`src/pkg/modem_pins_pkg.sv`:
```
// constants and carriers for the modem handshake and interrupt pin block
package modem_pins_pkg;

   // ----------------------------------------------------------------
   // register addresses
   // ----------------------------------------------------------------
   localparam int          ADDR_WIDTH    = 3;
   localparam int          DATA_WIDTH    = 8;
   localparam logic [2:0]  ADDR_IRQ_MASK = 3'h1;
   localparam logic [2:0]  ADDR_IRQ_STAT = 3'h2;
   localparam logic [2:0]  ADDR_MCR      = 3'h4;
   localparam logic [2:0]  ADDR_MSR      = 3'h6;

   // ----------------------------------------------------------------
   // modem status field positions
   // ----------------------------------------------------------------
   localparam int          MSR_DSR_DELTA = 1;
   localparam int          MSR_DSR_LEVEL = 5;

   // ----------------------------------------------------------------
   // interrupt cause positions (status and mask share the layout)
   // ----------------------------------------------------------------
   localparam int          IRQ_RX_DATA   = 0;
   localparam int          IRQ_TX_EMPTY  = 1;
   localparam int          IRQ_RX_ERROR  = 2;
   localparam int          IRQ_MODEM     = 3;
   localparam int          IRQ_COUNT     = 4;

   // ----------------------------------------------------------------
   // reset values and default synchroniser depth
   // ----------------------------------------------------------------
   localparam logic [7:0]  MCR_RESET     = 8'h00;
   localparam logic [3:0]  IRQ_RESET     = 4'h0;
   localparam logic [7:0]  READ_ZERO     = 8'h00;
   localparam int          SYNC_DEPTH    = 2;

   // modem control register layout
   typedef struct packed {
      logic [2:0] spare;
      logic       loop_mode;
      logic       user_two;
      logic       user_one;
      logic       request_send;
      logic       terminal_ready;
   } mcr_type;

   // one-cycle cause pulses from the transmitter, the receiver and the modem status change
   typedef struct packed {
      logic       modem_change;
      logic       rx_error;
      logic       tx_empty;
      logic       rx_data;
   } irq_cause_type;

   // register bus request
   typedef struct packed {
      logic [ADDR_WIDTH-1:0] addr;
      logic [DATA_WIDTH-1:0] wdata;
      logic                  wr;
      logic                  rd;
   } bus_req_type;

endpackage

```
`src/design/modem_pins.sv`:
```
// modem handshake, user outputs and host interrupt pin logic
//
// The address map and the plain strobed port were chosen for this implementation.
`timescale 1ns/1ns
`default_nettype none
// What this block does
// - status bit 5 shows the present data-set-ready level
// - status bit 1 sets when data-set-ready changed since last status read
// - enabled modem status change raises a host interrupt
// - terminal-ready pin goes low when its control bit is set
// - terminal-ready pin high on master reset, loop mode or bit clear
// - interrupt output high while an enabled cause awaits service
// - four causes: rx error, rx data or timeout, tx empty, modem change
// - interrupt output drops once serviced and on master reset
// - master reset clears registers and sets outputs to reset levels
// - user outputs go low when their control bits are set
// - user outputs high on master reset, loop mode or bit 2/3 clear
// - receiver timing comes from the dedicated 16x receiver clock pin
module modem_pins
   import modem_pins_pkg::*;
#(
   parameter int SYNC_STAGES = SYNC_DEPTH
) (
   // clock and reset
   input  wire logic                  clk_sys,
   input  wire logic                  reset,
   // register port
   input  wire logic [ADDR_WIDTH-1:0] addr,
   input  wire logic [DATA_WIDTH-1:0] wdata,
   input  wire logic                  wr,
   input  wire logic                  rd,
   output logic      [DATA_WIDTH-1:0] rdata,
   // cause pulses from transmitter and receiver
   input  wire logic                  cause_rx_data,
   input  wire logic                  cause_tx_empty,
   input  wire logic                  cause_rx_error,
   // pins
   input  wire logic                  master_reset_in,
   input  wire logic                  dsr_n,
   input  wire logic                  receiver_clock_in,
   output logic                       dtr_n,
   output logic                       user_output_one_n,
   output logic                       user_output_two_n,
   output logic                       host_interrupt_out,
   // receiver timing
   output logic                       rx_sample_tick
);

   if (SYNC_STAGES < 2) begin : g_bad_stages
      $error("modem_pins needs at least two synchroniser stages");
   end

   // ----------------------------------------------------------------
   // pin synchronisers
   // ----------------------------------------------------------------
   logic          dsr_n_level;
   logic          dsr_n_change;
   logic          mr_level;
   logic          rclk_rise;
   bus_req_type   req;
   irq_cause_type cause;

   // data-set-ready idles high: reset there, or release looks like a change
   pin_sync_edge #(.STAGES(SYNC_STAGES), .RESET_LEVEL(1'b1)) u_sync_dsr (
      .clk_sys (clk_sys),
      .reset   (reset),
      .pin     (dsr_n),
      .level   (dsr_n_level),
      .rise    (),
      .change  (dsr_n_change)
   );

   pin_sync_edge #(.STAGES(SYNC_STAGES)) u_sync_mr (
      .clk_sys (clk_sys),
      .reset   (reset),
      .pin     (master_reset_in),
      .level   (mr_level),
      .rise    (),
      .change  ()
   );

   // sampled as a plain input; rate must stay well under clk_sys / 2
   pin_sync_edge #(.STAGES(SYNC_STAGES)) u_sync_rclk (
      .clk_sys (clk_sys),
      .reset   (reset),
      .pin     (receiver_clock_in),
      .level   (),
      .rise    (rclk_rise),
      .change  ()
   );

   assign req = '{addr: addr, wdata: wdata, wr: wr, rd: rd};

   // ----------------------------------------------------------------
   // control and status state
   // ----------------------------------------------------------------
   mcr_type                  modem_control_register;
   mcr_type                  next_mcr;
   logic [IRQ_COUNT-1:0]     irq_mask;
   logic [IRQ_COUNT-1:0]     next_irq_mask;
   logic [IRQ_COUNT-1:0]     irq_stat;
   logic [IRQ_COUNT-1:0]     next_irq_stat;
   logic                     dsr_delta;
   logic                     next_dsr_delta;
   logic                     dsr_active;
   logic                     dsr_event;
   logic                     msr_read;
   logic [DATA_WIDTH-1:0]    next_rdata;
   logic                     next_dtr_n;
   logic                     next_user_one_n;
   logic                     next_user_two_n;
   logic                     next_interrupt;
   logic                     next_tick;

   always_comb begin
      msr_read   = req.rd && (req.addr == ADDR_MSR);
      // in loop mode the terminal-ready bit stands in for the pin
      dsr_active = modem_control_register.loop_mode ? modem_control_register.terminal_ready : ~dsr_n_level;
      dsr_event  = modem_control_register.loop_mode ? (next_mcr.terminal_ready != modem_control_register.terminal_ready)
                                 : dsr_n_change;
      cause.rx_data      = cause_rx_data;
      cause.tx_empty     = cause_tx_empty;
      cause.rx_error     = cause_rx_error;
      cause.modem_change = dsr_event;
   end

   // ----------------------------------------------------------------
   // next register values
   // ----------------------------------------------------------------
   always_comb begin
      next_mcr       = modem_control_register;
      next_irq_mask  = irq_mask;
      next_irq_stat  = irq_stat;
      next_dsr_delta = dsr_delta;
      if (req.wr && req.addr == ADDR_MCR) begin
         next_mcr = mcr_type'(req.wdata);
      end
      if (req.wr && req.addr == ADDR_IRQ_MASK) begin
         next_irq_mask = req.wdata[IRQ_COUNT-1:0];
      end
      // servicing: write one to clear, modem cause also by status read
      if (req.wr && req.addr == ADDR_IRQ_STAT) begin
         next_irq_stat = next_irq_stat & ~req.wdata[IRQ_COUNT-1:0];
      end
      if (msr_read) begin
         next_dsr_delta           = 1'b0;
         next_irq_stat[IRQ_MODEM] = 1'b0;
      end
      // a new event in the clearing cycle wins
      if (dsr_event) begin
         next_dsr_delta = 1'b1;
      end
      next_irq_stat = next_irq_stat | irq_cause_type'(cause);
      if (mr_level) begin
         next_mcr       = mcr_type'(MCR_RESET);
         next_irq_mask  = IRQ_RESET;
         next_irq_stat  = IRQ_RESET;
         next_dsr_delta = 1'b0;
      end
   end

   // ----------------------------------------------------------------
   // next output values
   // ----------------------------------------------------------------
   always_comb begin
      next_rdata = READ_ZERO;
      if (req.rd) begin
         case (req.addr)
            ADDR_MCR: begin
               next_rdata = modem_control_register;
            end
            ADDR_MSR: begin
               next_rdata[MSR_DSR_LEVEL] = dsr_active;
               next_rdata[MSR_DSR_DELTA] = dsr_delta;
            end
            ADDR_IRQ_MASK: begin
               next_rdata[IRQ_COUNT-1:0] = irq_mask;
            end
            ADDR_IRQ_STAT: begin
               next_rdata[IRQ_COUNT-1:0] = irq_stat;
            end
            default: begin
               next_rdata = READ_ZERO;
            end
         endcase
      end
      // loop mode keeps the modem pins quiet for self test
      next_dtr_n      = ~(next_mcr.terminal_ready & ~next_mcr.loop_mode);
      next_user_one_n = ~(next_mcr.user_one & ~next_mcr.loop_mode);
      next_user_two_n = ~(next_mcr.user_two & ~next_mcr.loop_mode);
      next_interrupt  = |(next_irq_stat & next_irq_mask);
      next_tick       = rclk_rise & ~mr_level;
   end

   // ----------------------------------------------------------------
   // registers
   // ----------------------------------------------------------------
   always_ff @(posedge clk_sys or posedge reset) begin
      if (reset) begin
         modem_control_register                <= mcr_type'(MCR_RESET);
         irq_mask           <= IRQ_RESET;
         irq_stat           <= IRQ_RESET;
         dsr_delta          <= 1'b0;
         rdata              <= READ_ZERO;
         dtr_n              <= 1'b1;
         user_output_one_n  <= 1'b1;
         user_output_two_n  <= 1'b1;
         host_interrupt_out <= 1'b0;
         rx_sample_tick     <= 1'b0;
      end else begin
         modem_control_register                <= next_mcr;
         irq_mask           <= next_irq_mask;
         irq_stat           <= next_irq_stat;
         dsr_delta          <= next_dsr_delta;
         rdata              <= next_rdata;
         dtr_n              <= next_dtr_n;
         user_output_one_n  <= next_user_one_n;
         user_output_two_n  <= next_user_two_n;
         host_interrupt_out <= next_interrupt;
         rx_sample_tick     <= next_tick;
      end
   end

endmodule
`default_nettype wire

```
`src/design/pin_sync_edge.sv`:
```
// pin synchroniser with level and edge outputs
`timescale 1ns/1ns
`default_nettype none
module pin_sync_edge #(
   parameter int   STAGES      = 2,
   parameter logic RESET_LEVEL = 1'b0
) (
   // clock and reset
   input  wire logic clk_sys,
   input  wire logic reset,
   // pin side
   input  wire logic pin,
   // synchronous side
   output logic      level,
   output logic      rise,
   output logic      change
);

   // ----------------------------------------------------------------
   // synchroniser chain
   // ----------------------------------------------------------------
   logic [STAGES-1:0] chain;
   logic [STAGES-1:0] next_chain;
   logic              prev;

   if (STAGES < 2) begin : g_bad_stages
      $error("pin_sync_edge needs at least two stages");
   end

   always_comb begin
      next_chain = {chain[STAGES-2:0], pin};
   end

   // start at the pin's idle level so release shows no false edge
   always_ff @(posedge clk_sys or posedge reset) begin
      if (reset) begin
         chain <= {STAGES{RESET_LEVEL}};
         prev  <= RESET_LEVEL;
      end else begin
         chain <= next_chain;
         prev  <= chain[STAGES-1];
      end
   end

   // only the last stage and its delayed copy feed logic
   assign level  = chain[STAGES-1];
   assign rise   = chain[STAGES-1] & ~prev;
   assign change = chain[STAGES-1] ^ prev;

endmodule
`default_nettype wire

```
`config.mk`:
```
export PLATFORM = sky130hd
export DESIGN_NAME = modem_pins
export DESIGN_NICKNAME = d
export VERILOG_FILES = /design/src/pkg/modem_pins_pkg.sv /design/src/design/modem_pins.sv /design/src/design/pin_sync_edge.sv
export SDC_FILE = /design/constraint.sdc
export NUM_CORES = 1
export LEC_CHECK = 0
export ABC_AREA = 1
export BUFFER_PORTS_ARGS = -buffer_cell sky130_fd_sc_hd__buf_2
export CAP_MARGIN = 10
export CORE_ASPECT_RATIO = 2
export CORE_UTILIZATION = 57
export CTS_CLUSTER_DIAMETER = 30
export DETAILED_ROUTE_END_ITERATION = 10
export PLACE_DENSITY_LB_ADDON = 0.2
export SYNTH_ARGS = -nofsm -noshare
export SYNTH_HDL_FRONTEND = slang
export SYNTH_SLANG_ARGS = --single-unit
```
`constraint.sdc`:
```
create_clock -name clk_sys -period 3.42 [get_ports clk_sys]
set_input_delay 0.171 -clock clk_sys [delete_from_list [all_inputs] [get_ports clk_sys]]
set_output_delay 0.171 -clock clk_sys [all_outputs]
set_load 0.03 [all_outputs]
```
==> results of run 1 <==
==> worst min-delay path by stage <==
stage / endpoint / from / depth (start not counted)
finish: u_sync_rclk.chain[1] / reset / 2
global route: u_sync_rclk.chain[1] / reset / 2
CTS: u_sync_rclk.chain[1] / reset / 2
detailed placement: u_sync_mr.chain[0] / master_reset_in / 1
global placement: u_sync_dsr.chain[0] / dsr_n / 1
floorplan: u_sync_dsr.chain[0] / dsr_n / 0
==> sequential cells by signal, summed over array words and instances (netlist names) <==
signal / flops
u_sync_mr.chain: 2
rdata: 8
irq_mask: 4
user_output_one_n: 1
u_sync_rclk.chain: 2
modem_control_register: 8
u_sync_rclk.prev: 1
rx_sample_tick: 1
host_interrupt_out: 1
dtr_n: 1
user_output_two_n: 1
u_sync_dsr.prev: 1
dsr_delta: 1
u_sync_dsr.chain: 2
irq_stat: 4
==> report_power, final <==
group	leakage (nW)	internal (mW)	total [mW]	switching (mW)
logic	0.489	0.0276	0.0858	0.0583
clock network	0.0472	0.162	0.322	0.160
registers	0.488	0.468	0.478	0.00986
total	1.02	0.658	0.885	0.228
==> cells by family after synthesis <==
kind of cell / synth area share, %
flops: 60.7
compound gates: 7.45
simple gates: 24.1
buf+inv: 7.77
==> routing by layer <==
layer,vias to the layer above,global-route usage (%),routed length (µm)
met3,19,7.58,149
met5,-,0,0
li1,627,-,-
met2,49,49.8,2100
met4,0,21.0,204
met1,625,27.5,1290
==> per-stage QoR <==
step	std cells	setup slack, ps	area [µm²]	utilization [%]	hold slack (ps)
global route	244	1830	1900	73.1	116
floorplan	173	2190	1580	-	175
detailed placement	233	1990	1780	68.3	281
CTS	244	1980	1900	73.1	61.9
finish	244	1960	1900	73.1	44.0
global placement	233	2030	1780	68.3	277
==> what timing repair did <==
item / 4_1_cts / 5_1_grt
endpoints found under the setup margin: 0 / 0
hold endpoints to repair: 3 / 0
hold buffers: 3 / 0
==> worst reg2reg max path, cell delays in order, from the launching register on <==
cell                      delay [ps]
sky130_fd_sc_hd__dfrtp_1         480
sky130_fd_sc_hd__inv_1           340
sky130_fd_sc_hd__nand2_1         130
sky130_fd_sc_hd__a21oi_1         170
sky130_fd_sc_hd__nand3_1         110
sky130_fd_sc_hd__nand2_1          80
sky130_fd_sc_hd__inv_1            50
==> cells in the final DEF, fill, tap and decap left out, drive strengths merged, types with 6 or more instances in the layout <==
master,count
nand4,6
clkbuf,6
o21ai,9
nor2,18
dfstp,6
dfrtp,32
a21oi,7
buf,34
inv,30
nand2,42
nand3,15
==> final cells by class <==
type,instances,area share (%)
Multi-Input combinational cell,103,26.2
Clock buffer,6,4.34
Timing Repair Buffer,37,10.7
Tap cell,28,1.84
Clock inverter,2,0.658
Sequential cell,38,50.4
Inverter,30,5.92
==> summary.txt, run 1 <==
Run status
  • Status: complete, no violations

Die
  • Total I/O pin count: 34
  • Chip height: 76.4 µm
  • Total core area: 2600 µm²
  • Die ar.: 3000 µm²
  • Initial Util: 60.7%
  • Site row count: 26
  • Die Wd: 39.2 µm

Final layout
  • Share of layout cells above drive strength 1: 26.4%
  • Multi-input gate area in the final layout: 498 µm²
  • Diode insertion count for antenna repair: 0
  • Area added between synthesis and finish: 20.4%
  • Number of filler cells placed in the layout: 201
  • Final net count: 236
  • Area occupied by registers: 958 µm²

Yosys
  • Net Count, Synth: 194
  • Mean area per synthesized cell: 9.13 µm²
  • Dominant cells by area after synthesis: sky130_fd_sc_hd__dfrtp_1 (51%), sky130_fd_sc_hd__dfstp_2 (10%), sky130_fd_sc_hd__nand2_1 (10%)
  • Top-area cell type share of the netlist area: 50.7%
  • Proportion of register bits with asynchronous set or reset after synthesis: 100%
  • Post-synth design cell area: 1580 µm²
  • Post-Synthesis Cells: 173
  • Library cell with the highest instance count after synthesis: sky130_fd_sc_hd__nand2_1
  • #FFs+latches synth: 38
  • Cell types with the highest counts after synthesis: sky130_fd_sc_hd__nand2_1 (42), sky130_fd_sc_hd__dfrtp_1 (32), sky130_fd_sc_hd__inv_1 (28)
  • Biggest area consumer among synthesized cells: sky130_fd_sc_hd__dfrtp_1
  • Number of distinct library cells after synthesis: 21
  • Flip-flop cell with the highest count after synthesis: sky130_fd_sc_hd__dfrtp_1
  • Proportion of synthesized chip area in sequential cells: 60.7%
  • Count of warnings emitted by yosys: 0
  • EDFF count, synth: 0

Timing
  • Final hold violation count: 0
  • Number of setup violations in the final report: 0
  • Final max-slew violation count: 0
  • Final min period: 1460 ps
  • Unrepaired setup endpoints after global routing: no
  • Total Negative Setup Slacks: 0 ps
  • Worst Max-Slew Pin Slew: 858 ps
  • Share of the clock period used by the worst path: 42.7%
  • Worst max-slew margin expressed relative to the limit: 42.7%
  • Setup clock skew after layout: 4.51 ps
  • Highest attainable clock frequency: 685 MHz

Routing
  • Iteration count of the initial detailed-routing pass: 4
  • Routed length per placed instance: 15.3 µm
  • Antenna-violating nets left: 0
  • Total detailed-routing wirelength: 3740 µm
  • Detailed-route vias per instance: 5.41
  • Routed via count: 1,320
  • Number of remaining DRC errors: 0
  • Violation count after the first detailed-route iteration: 57

Pwr
  • Peak supply drop: 0.291 mV
  • Leak: 1.02 nW
  • Sum of internal, switching and leakage power: 0.885 mW
  • Pwr dens: 466 nW/µm²

GRT
  • Pin count of the biggest net entering global routing: 24
  • Congestion Overflow GR: 0
  • Global-route wire length before repair: 6020 µm
  • Vias in the first global route: 1,426
  • Antenna violations before repair: 0
  • Gr usage total: 29.4%

Place
  • Number of buffers inserted by port buffering: 33
  • GPL Wtd Cong: 1.05
  • Final HPWL from detailed placement: 2910 µm

Critical path
  • Crit path depth: 6
  • WP data required: 3610 ps
  • Number of cells traversed by the worst register-to-register path: 6
  • Crit. Startpoint: u_sync_mr.chain[1]
  • Reg2Reg Capture Point: irq_stat[3]
  • Arrival time reported for the critical path endpoint: 1650 ps
  • Buf+Inv Stages, Crit Path: 2
  • Critical path capture point type: register
  • Worst-path cell with the longest stage delay: sky130_fd_sc_hd__dfrtp_1
  • Crit-path cells: inv_1 > nand2_1 > a21oi_1 > nand3_1 > nand2_1 > inv_1
  • Crit path max fanout: 12
  • Largest stage delay on the critical path: 480 ps
  • Dominant delay contributor by cell family on the critical path: flip-flops
  • Worst setup SP type: register
  • Type of the setup path with the least slack: register to register
  • Reg-to-reg slack, setup: 1960 ps
  • End of the critical path: irq_stat[3]
  • Origin of the critical flop-to-flop path: u_sync_mr.chain[1]

Clock tree
  • CTS clk-pin slew, worst paths: 80 ps
  • TritonCTS Sinks: 38
  • Number of buffers on the longest clock path: 2
  • CTS H-tree depth: 2
  • Buffer cell driving the clock tree root: sky130_fd_sc_hd__clkbuf_8
  • Post-cts repair resize count: 0
  • Clock tree from TritonCTS: done
  • Later-pin clock latency in the skew report: 290 ps
  • Number of setup buffers added after CTS: 0
  • Number of clock buffers inserted by TritonCTS: 5

Worst hold path
  • Kind of path behind the tightest hold check: primary input to asynchronous set/reset pin

Run
  • Number of max-cap violations: 0
(Power assumes the default switching activity.)
==> inputs of run 2 (changes only) <==
Settings changed: ABC_AREA 1 to 0, CORE_UTILIZATION 57 to 53.
Clock period 3.42 ns to 1.4 ns, I/O delays scaled along.
==> run 2 against run 1 <==
Compared with the run above: fmax is 9.5% higher; synthesized cell count is 23% lower; cell count is 10% lower; register-to-register slack worse by 1900 ps; clock skew is 2.5 ps higher; combinational power grew to 2.6 times the previous value; clock-buffer cell count is 1 higher; sequential share of layout area is 3.1 points lower; non-clock buffer count is 18 higher; largest cell class unchanged.
==> summary.txt, run 2 <==
Final layout
  • Leading cell types in the layout, fill and taps excluded: sky130_fd_sc_hd__buf_2 (33), sky130_fd_sc_hd__dfrtp_1 (32), sky130_fd_sc_hd__buf_4 (18)
  • Share of layout cells above drive strength 1: 34.7%
  • Final std cell area, no fill: 2030 µm²
  • Number of filler cells placed in the layout: 219
  • Diode insertion count for antenna repair: 0
  • Final net count: 210
  • Registers with the most flip-flops: modem_control_register: 8 flops, rdata: 8 flops
  • Multi-input gate area in the final layout: 569 µm²
  • Final Instance Count excl. Fillers: 219
  • Most common library cell in the layout ignoring fill and taps: sky130_fd_sc_hd__buf_2
  • Area occupied by registers: 958 µm²
  • Area added between synthesis and finish: 27.8%

Yosys
  • Mean area per synthesized cell: 11.9 µm²
  • Biggest area consumer among synthesized cells: sky130_fd_sc_hd__dfrtp_1
  • Post-Synthesis Cells: 133
  • Top-area cell type share of the netlist area: 50.5%
  • Main combinational cell family by area after synthesis: simple AND/OR/NAND/NOR gates
  • Mux cell area share after synthesis: 8.29%
  • EDFF count, synth: 0
  • Complex-gate fraction of the synthesized area: 9.71%
  • Library cell with the highest instance count after synthesis: sky130_fd_sc_hd__dfrtp_1
  • Proportion of synthesized chip area in sequential cells: 60.5%
  • Area fraction in and, or, nand and nor cells after synthesis: 17.4%
  • Dominant cells by area after synthesis: sky130_fd_sc_hd__dfrtp_1 (51%), sky130_fd_sc_hd__dfstp_2 (9.9%), sky130_fd_sc_hd__mux2i_1 (7.6%)
  • Flip-flop cell with the highest count after synthesis: sky130_fd_sc_hd__dfrtp_1
  • Adder-cell share of the synthesized area: 0%
  • Net Count, Synth: 154
  • #FFs+latches synth: 38
  • Proportion of register bits with asynchronous set or reset after synthesis: 100%
  • Xor/xnor cell area share of the yosys netlist: 0.552%
  • Post-synth design cell area: 1590 µm²
  • Cell types with the highest counts after synthesis: sky130_fd_sc_hd__dfrtp_1 (32), sky130_fd_sc_hd__nor2_1 (15), sky130_fd_sc_hd__mux2i_1 (12)
  • Number of distinct library cells after synthesis: 35
  • Count of warnings emitted by yosys: 0

Critical path
  • Type of the setup path with the least slack: register to register
  • Arrival time reported for the critical path endpoint: 1510 ps
  • Crit path max fanout: 15
  • Worst setup SP type: register
  • Critical path capture point type: register
  • WP data required: 1580 ps

Timing
  • Final WS setup: 66.9 ps
  • Worst Max-Slew Pin Slew: 466 ps
  • Worst max-slew margin expressed relative to the limit: 68.9%
  • Setup clock skew after layout: 6.99 ps
  • Final min period: 1330 ps
  • Share of the clock period used by the worst path: 95.2%
  • Unrepaired setup endpoints after global routing: no
  • Highest attainable clock frequency: 750 MHz
  • Final max-slew violation count: 0
  • Final hold violation count: 0
  • Smallest hold slack: 22.2 ps
  • Number of setup violations in the final report: 0

GRT
  • Gr usage total: 25.5%
  • Congestion Overflow GR: 0
  • Antenna violations before repair: 0
  • Pin count of the biggest net entering global routing: 39
  • Global-route wire length before repair: 5420 µm
  • Vias in the first global route: 1,229

Routing
  • Detailed-route vias per instance: 5.53
  • Antenna-violating nets left: 0
  • Violation count after the first detailed-route iteration: 33
  • Number of remaining DRC errors: 0
  • Iteration count of the initial detailed-routing pass: 4
  • Routed length per placed instance: 15.7 µm
  • Total detailed-routing wirelength: 3450 µm
  • Routed via count: 1,211

Clock tree
  • Post-cts repair resize count: 0
  • Number of buffers on the longest clock path: 2
  • TritonCTS Sinks: 38
  • Clock tree from TritonCTS: done
  • Number of clock buffers inserted by TritonCTS: 5
  • Buffer cell driving the clock tree root: sky130_fd_sc_hd__clkbuf_8
  • Later-pin clock latency in the skew report: 290 ps
  • CTS H-tree depth: 2
  • CTS clk-pin slew, worst paths: 70 ps

Die
  • Chip height: 79.3 µm
  • Total core area: 2800 µm²
  • Site row count: 27
  • Initial Util: 56.5%
  • Die ar.: 3230 µm²
  • Total I/O pin count: 34
  • Die Wd: 40.7 µm

Pwr
  • Peak supply drop: 0.812 mV
  • Pwr dens: 1130 nW/µm²
  • Leak: 0.982 nW

Run status
  • Status: complete, no violations

Place
  • Cell Area, Placed: 1880 µm²
  • Final HPWL from detailed placement: 2540 µm
  • Number of buffers inserted by port buffering: 33
  • Number of cells in the design after placement: 207
  • Pre-CTS setup slack: -85.7 ps
  • GPL Wtd Cong: 0.789

Worst hold path
  • Kind of path behind the tightest hold check: primary input to register

Run
  • Number of max-cap violations: 0
-- run 2: changes by cell type after synthesis, moves of 4 or more --
cell                      delta
sky130_fd_sc_hd__mux2i_1    +12
sky130_fd_sc_hd__and2_1      +6
sky130_fd_sc_hd__nor3b_1     +4
sky130_fd_sc_hd__nand3_1    -12
sky130_fd_sc_hd__nand2_1    -36
sky130_fd_sc_hd__inv_1      -24
sky130_fd_sc_hd__nand4_1     -5
-- run 2: critical path: stages (launching register included) --
cell and delay, ps:
sky130_fd_sc_hd__dfrtp_1 450, sky130_fd_sc_hd__buf_4 240, sky130_fd_sc_hd__o21bai_1 160, sky130_fd_sc_hd__nor3_1 90
sky130_fd_sc_hd__a2111o_1 280
-- run 2: final timing paths --
kind | depth (start not counted) | end | startpoint | slack, ps
worst max register to register | 4 | host_interrupt_out | u_sync_mr.chain[1] | 70
worst max-delay path | 4 | host_interrupt_out | u_sync_mr.chain[1] | 70
worst min-delay path | 3 | modem_control_register[5] | wdata[5] | 20
max in group asynchronous | 4 | user_output_one_n | reset | 630
min in group asynchronous | 4 | irq_stat[3] | reset | 420
worst min register to register | 0 | u_sync_mr.chain[1] | u_sync_mr.chain[0] | 360
-- run 2: repair_timing --
action / CTS / global route
hold buffers: 4 / 0
buffers inserted: 0 / 0
endpoints found under the hold margin: 35 / 0
-- run 2: cell families after synthesis --
family | count (synthesis)
compound gates | 23
buf+inv | 10
flops | 38
simple gates | 48
mux | 13
xor+xnor | 1
-- run 2: layer usage --
metal / track usage, % / routed length, µm / vias up
met5: 0 / 0 / -
li1: - / - / 571
met2: 44.4 / 1960 / 34
met1: 25.2 / 1270 / 594
met3: 5.59 / 108 / 12
met4: 13.7 / 110 / 0
-- run 2: final cells by class --
type / count / share of cell area [%]
Clock buffer: 7 / 3.77
Clock inverter: 1 / 1.48
Inverter: 4 / 0.741
Multi-Input combinational cell: 85 / 28.1
Sequential cell: 38 / 47.3
Tap cell: 29 / 1.79
Timing Repair Buffer: 55 / 16.8
-- run 2: where the power goes --
| group | internal [mW] | switching, mW | total, mW |
|---|---|---|---|
| combinational | 0.101 | 0.124 | 0.225 |
| clock | 0.533 | 0.370 | 0.903 |
| sequential | 1.14 | 0.0228 | 1.16 |
| total | 1.78 | 0.517 | 2.29 |
-- run 2: stage by stage --
step	power (mW)	utilization, %	TNS [ps]
2_1_floorplan	1.30	-	0
3_3_place_gp	1.39	67.0	-44.8
3_5_place_dp	1.40	67.0	-85.7
4_1_cts	2.31	72.2	0
5_1_grt	2.37	72.2	0
6_report	2.29	72.2	0
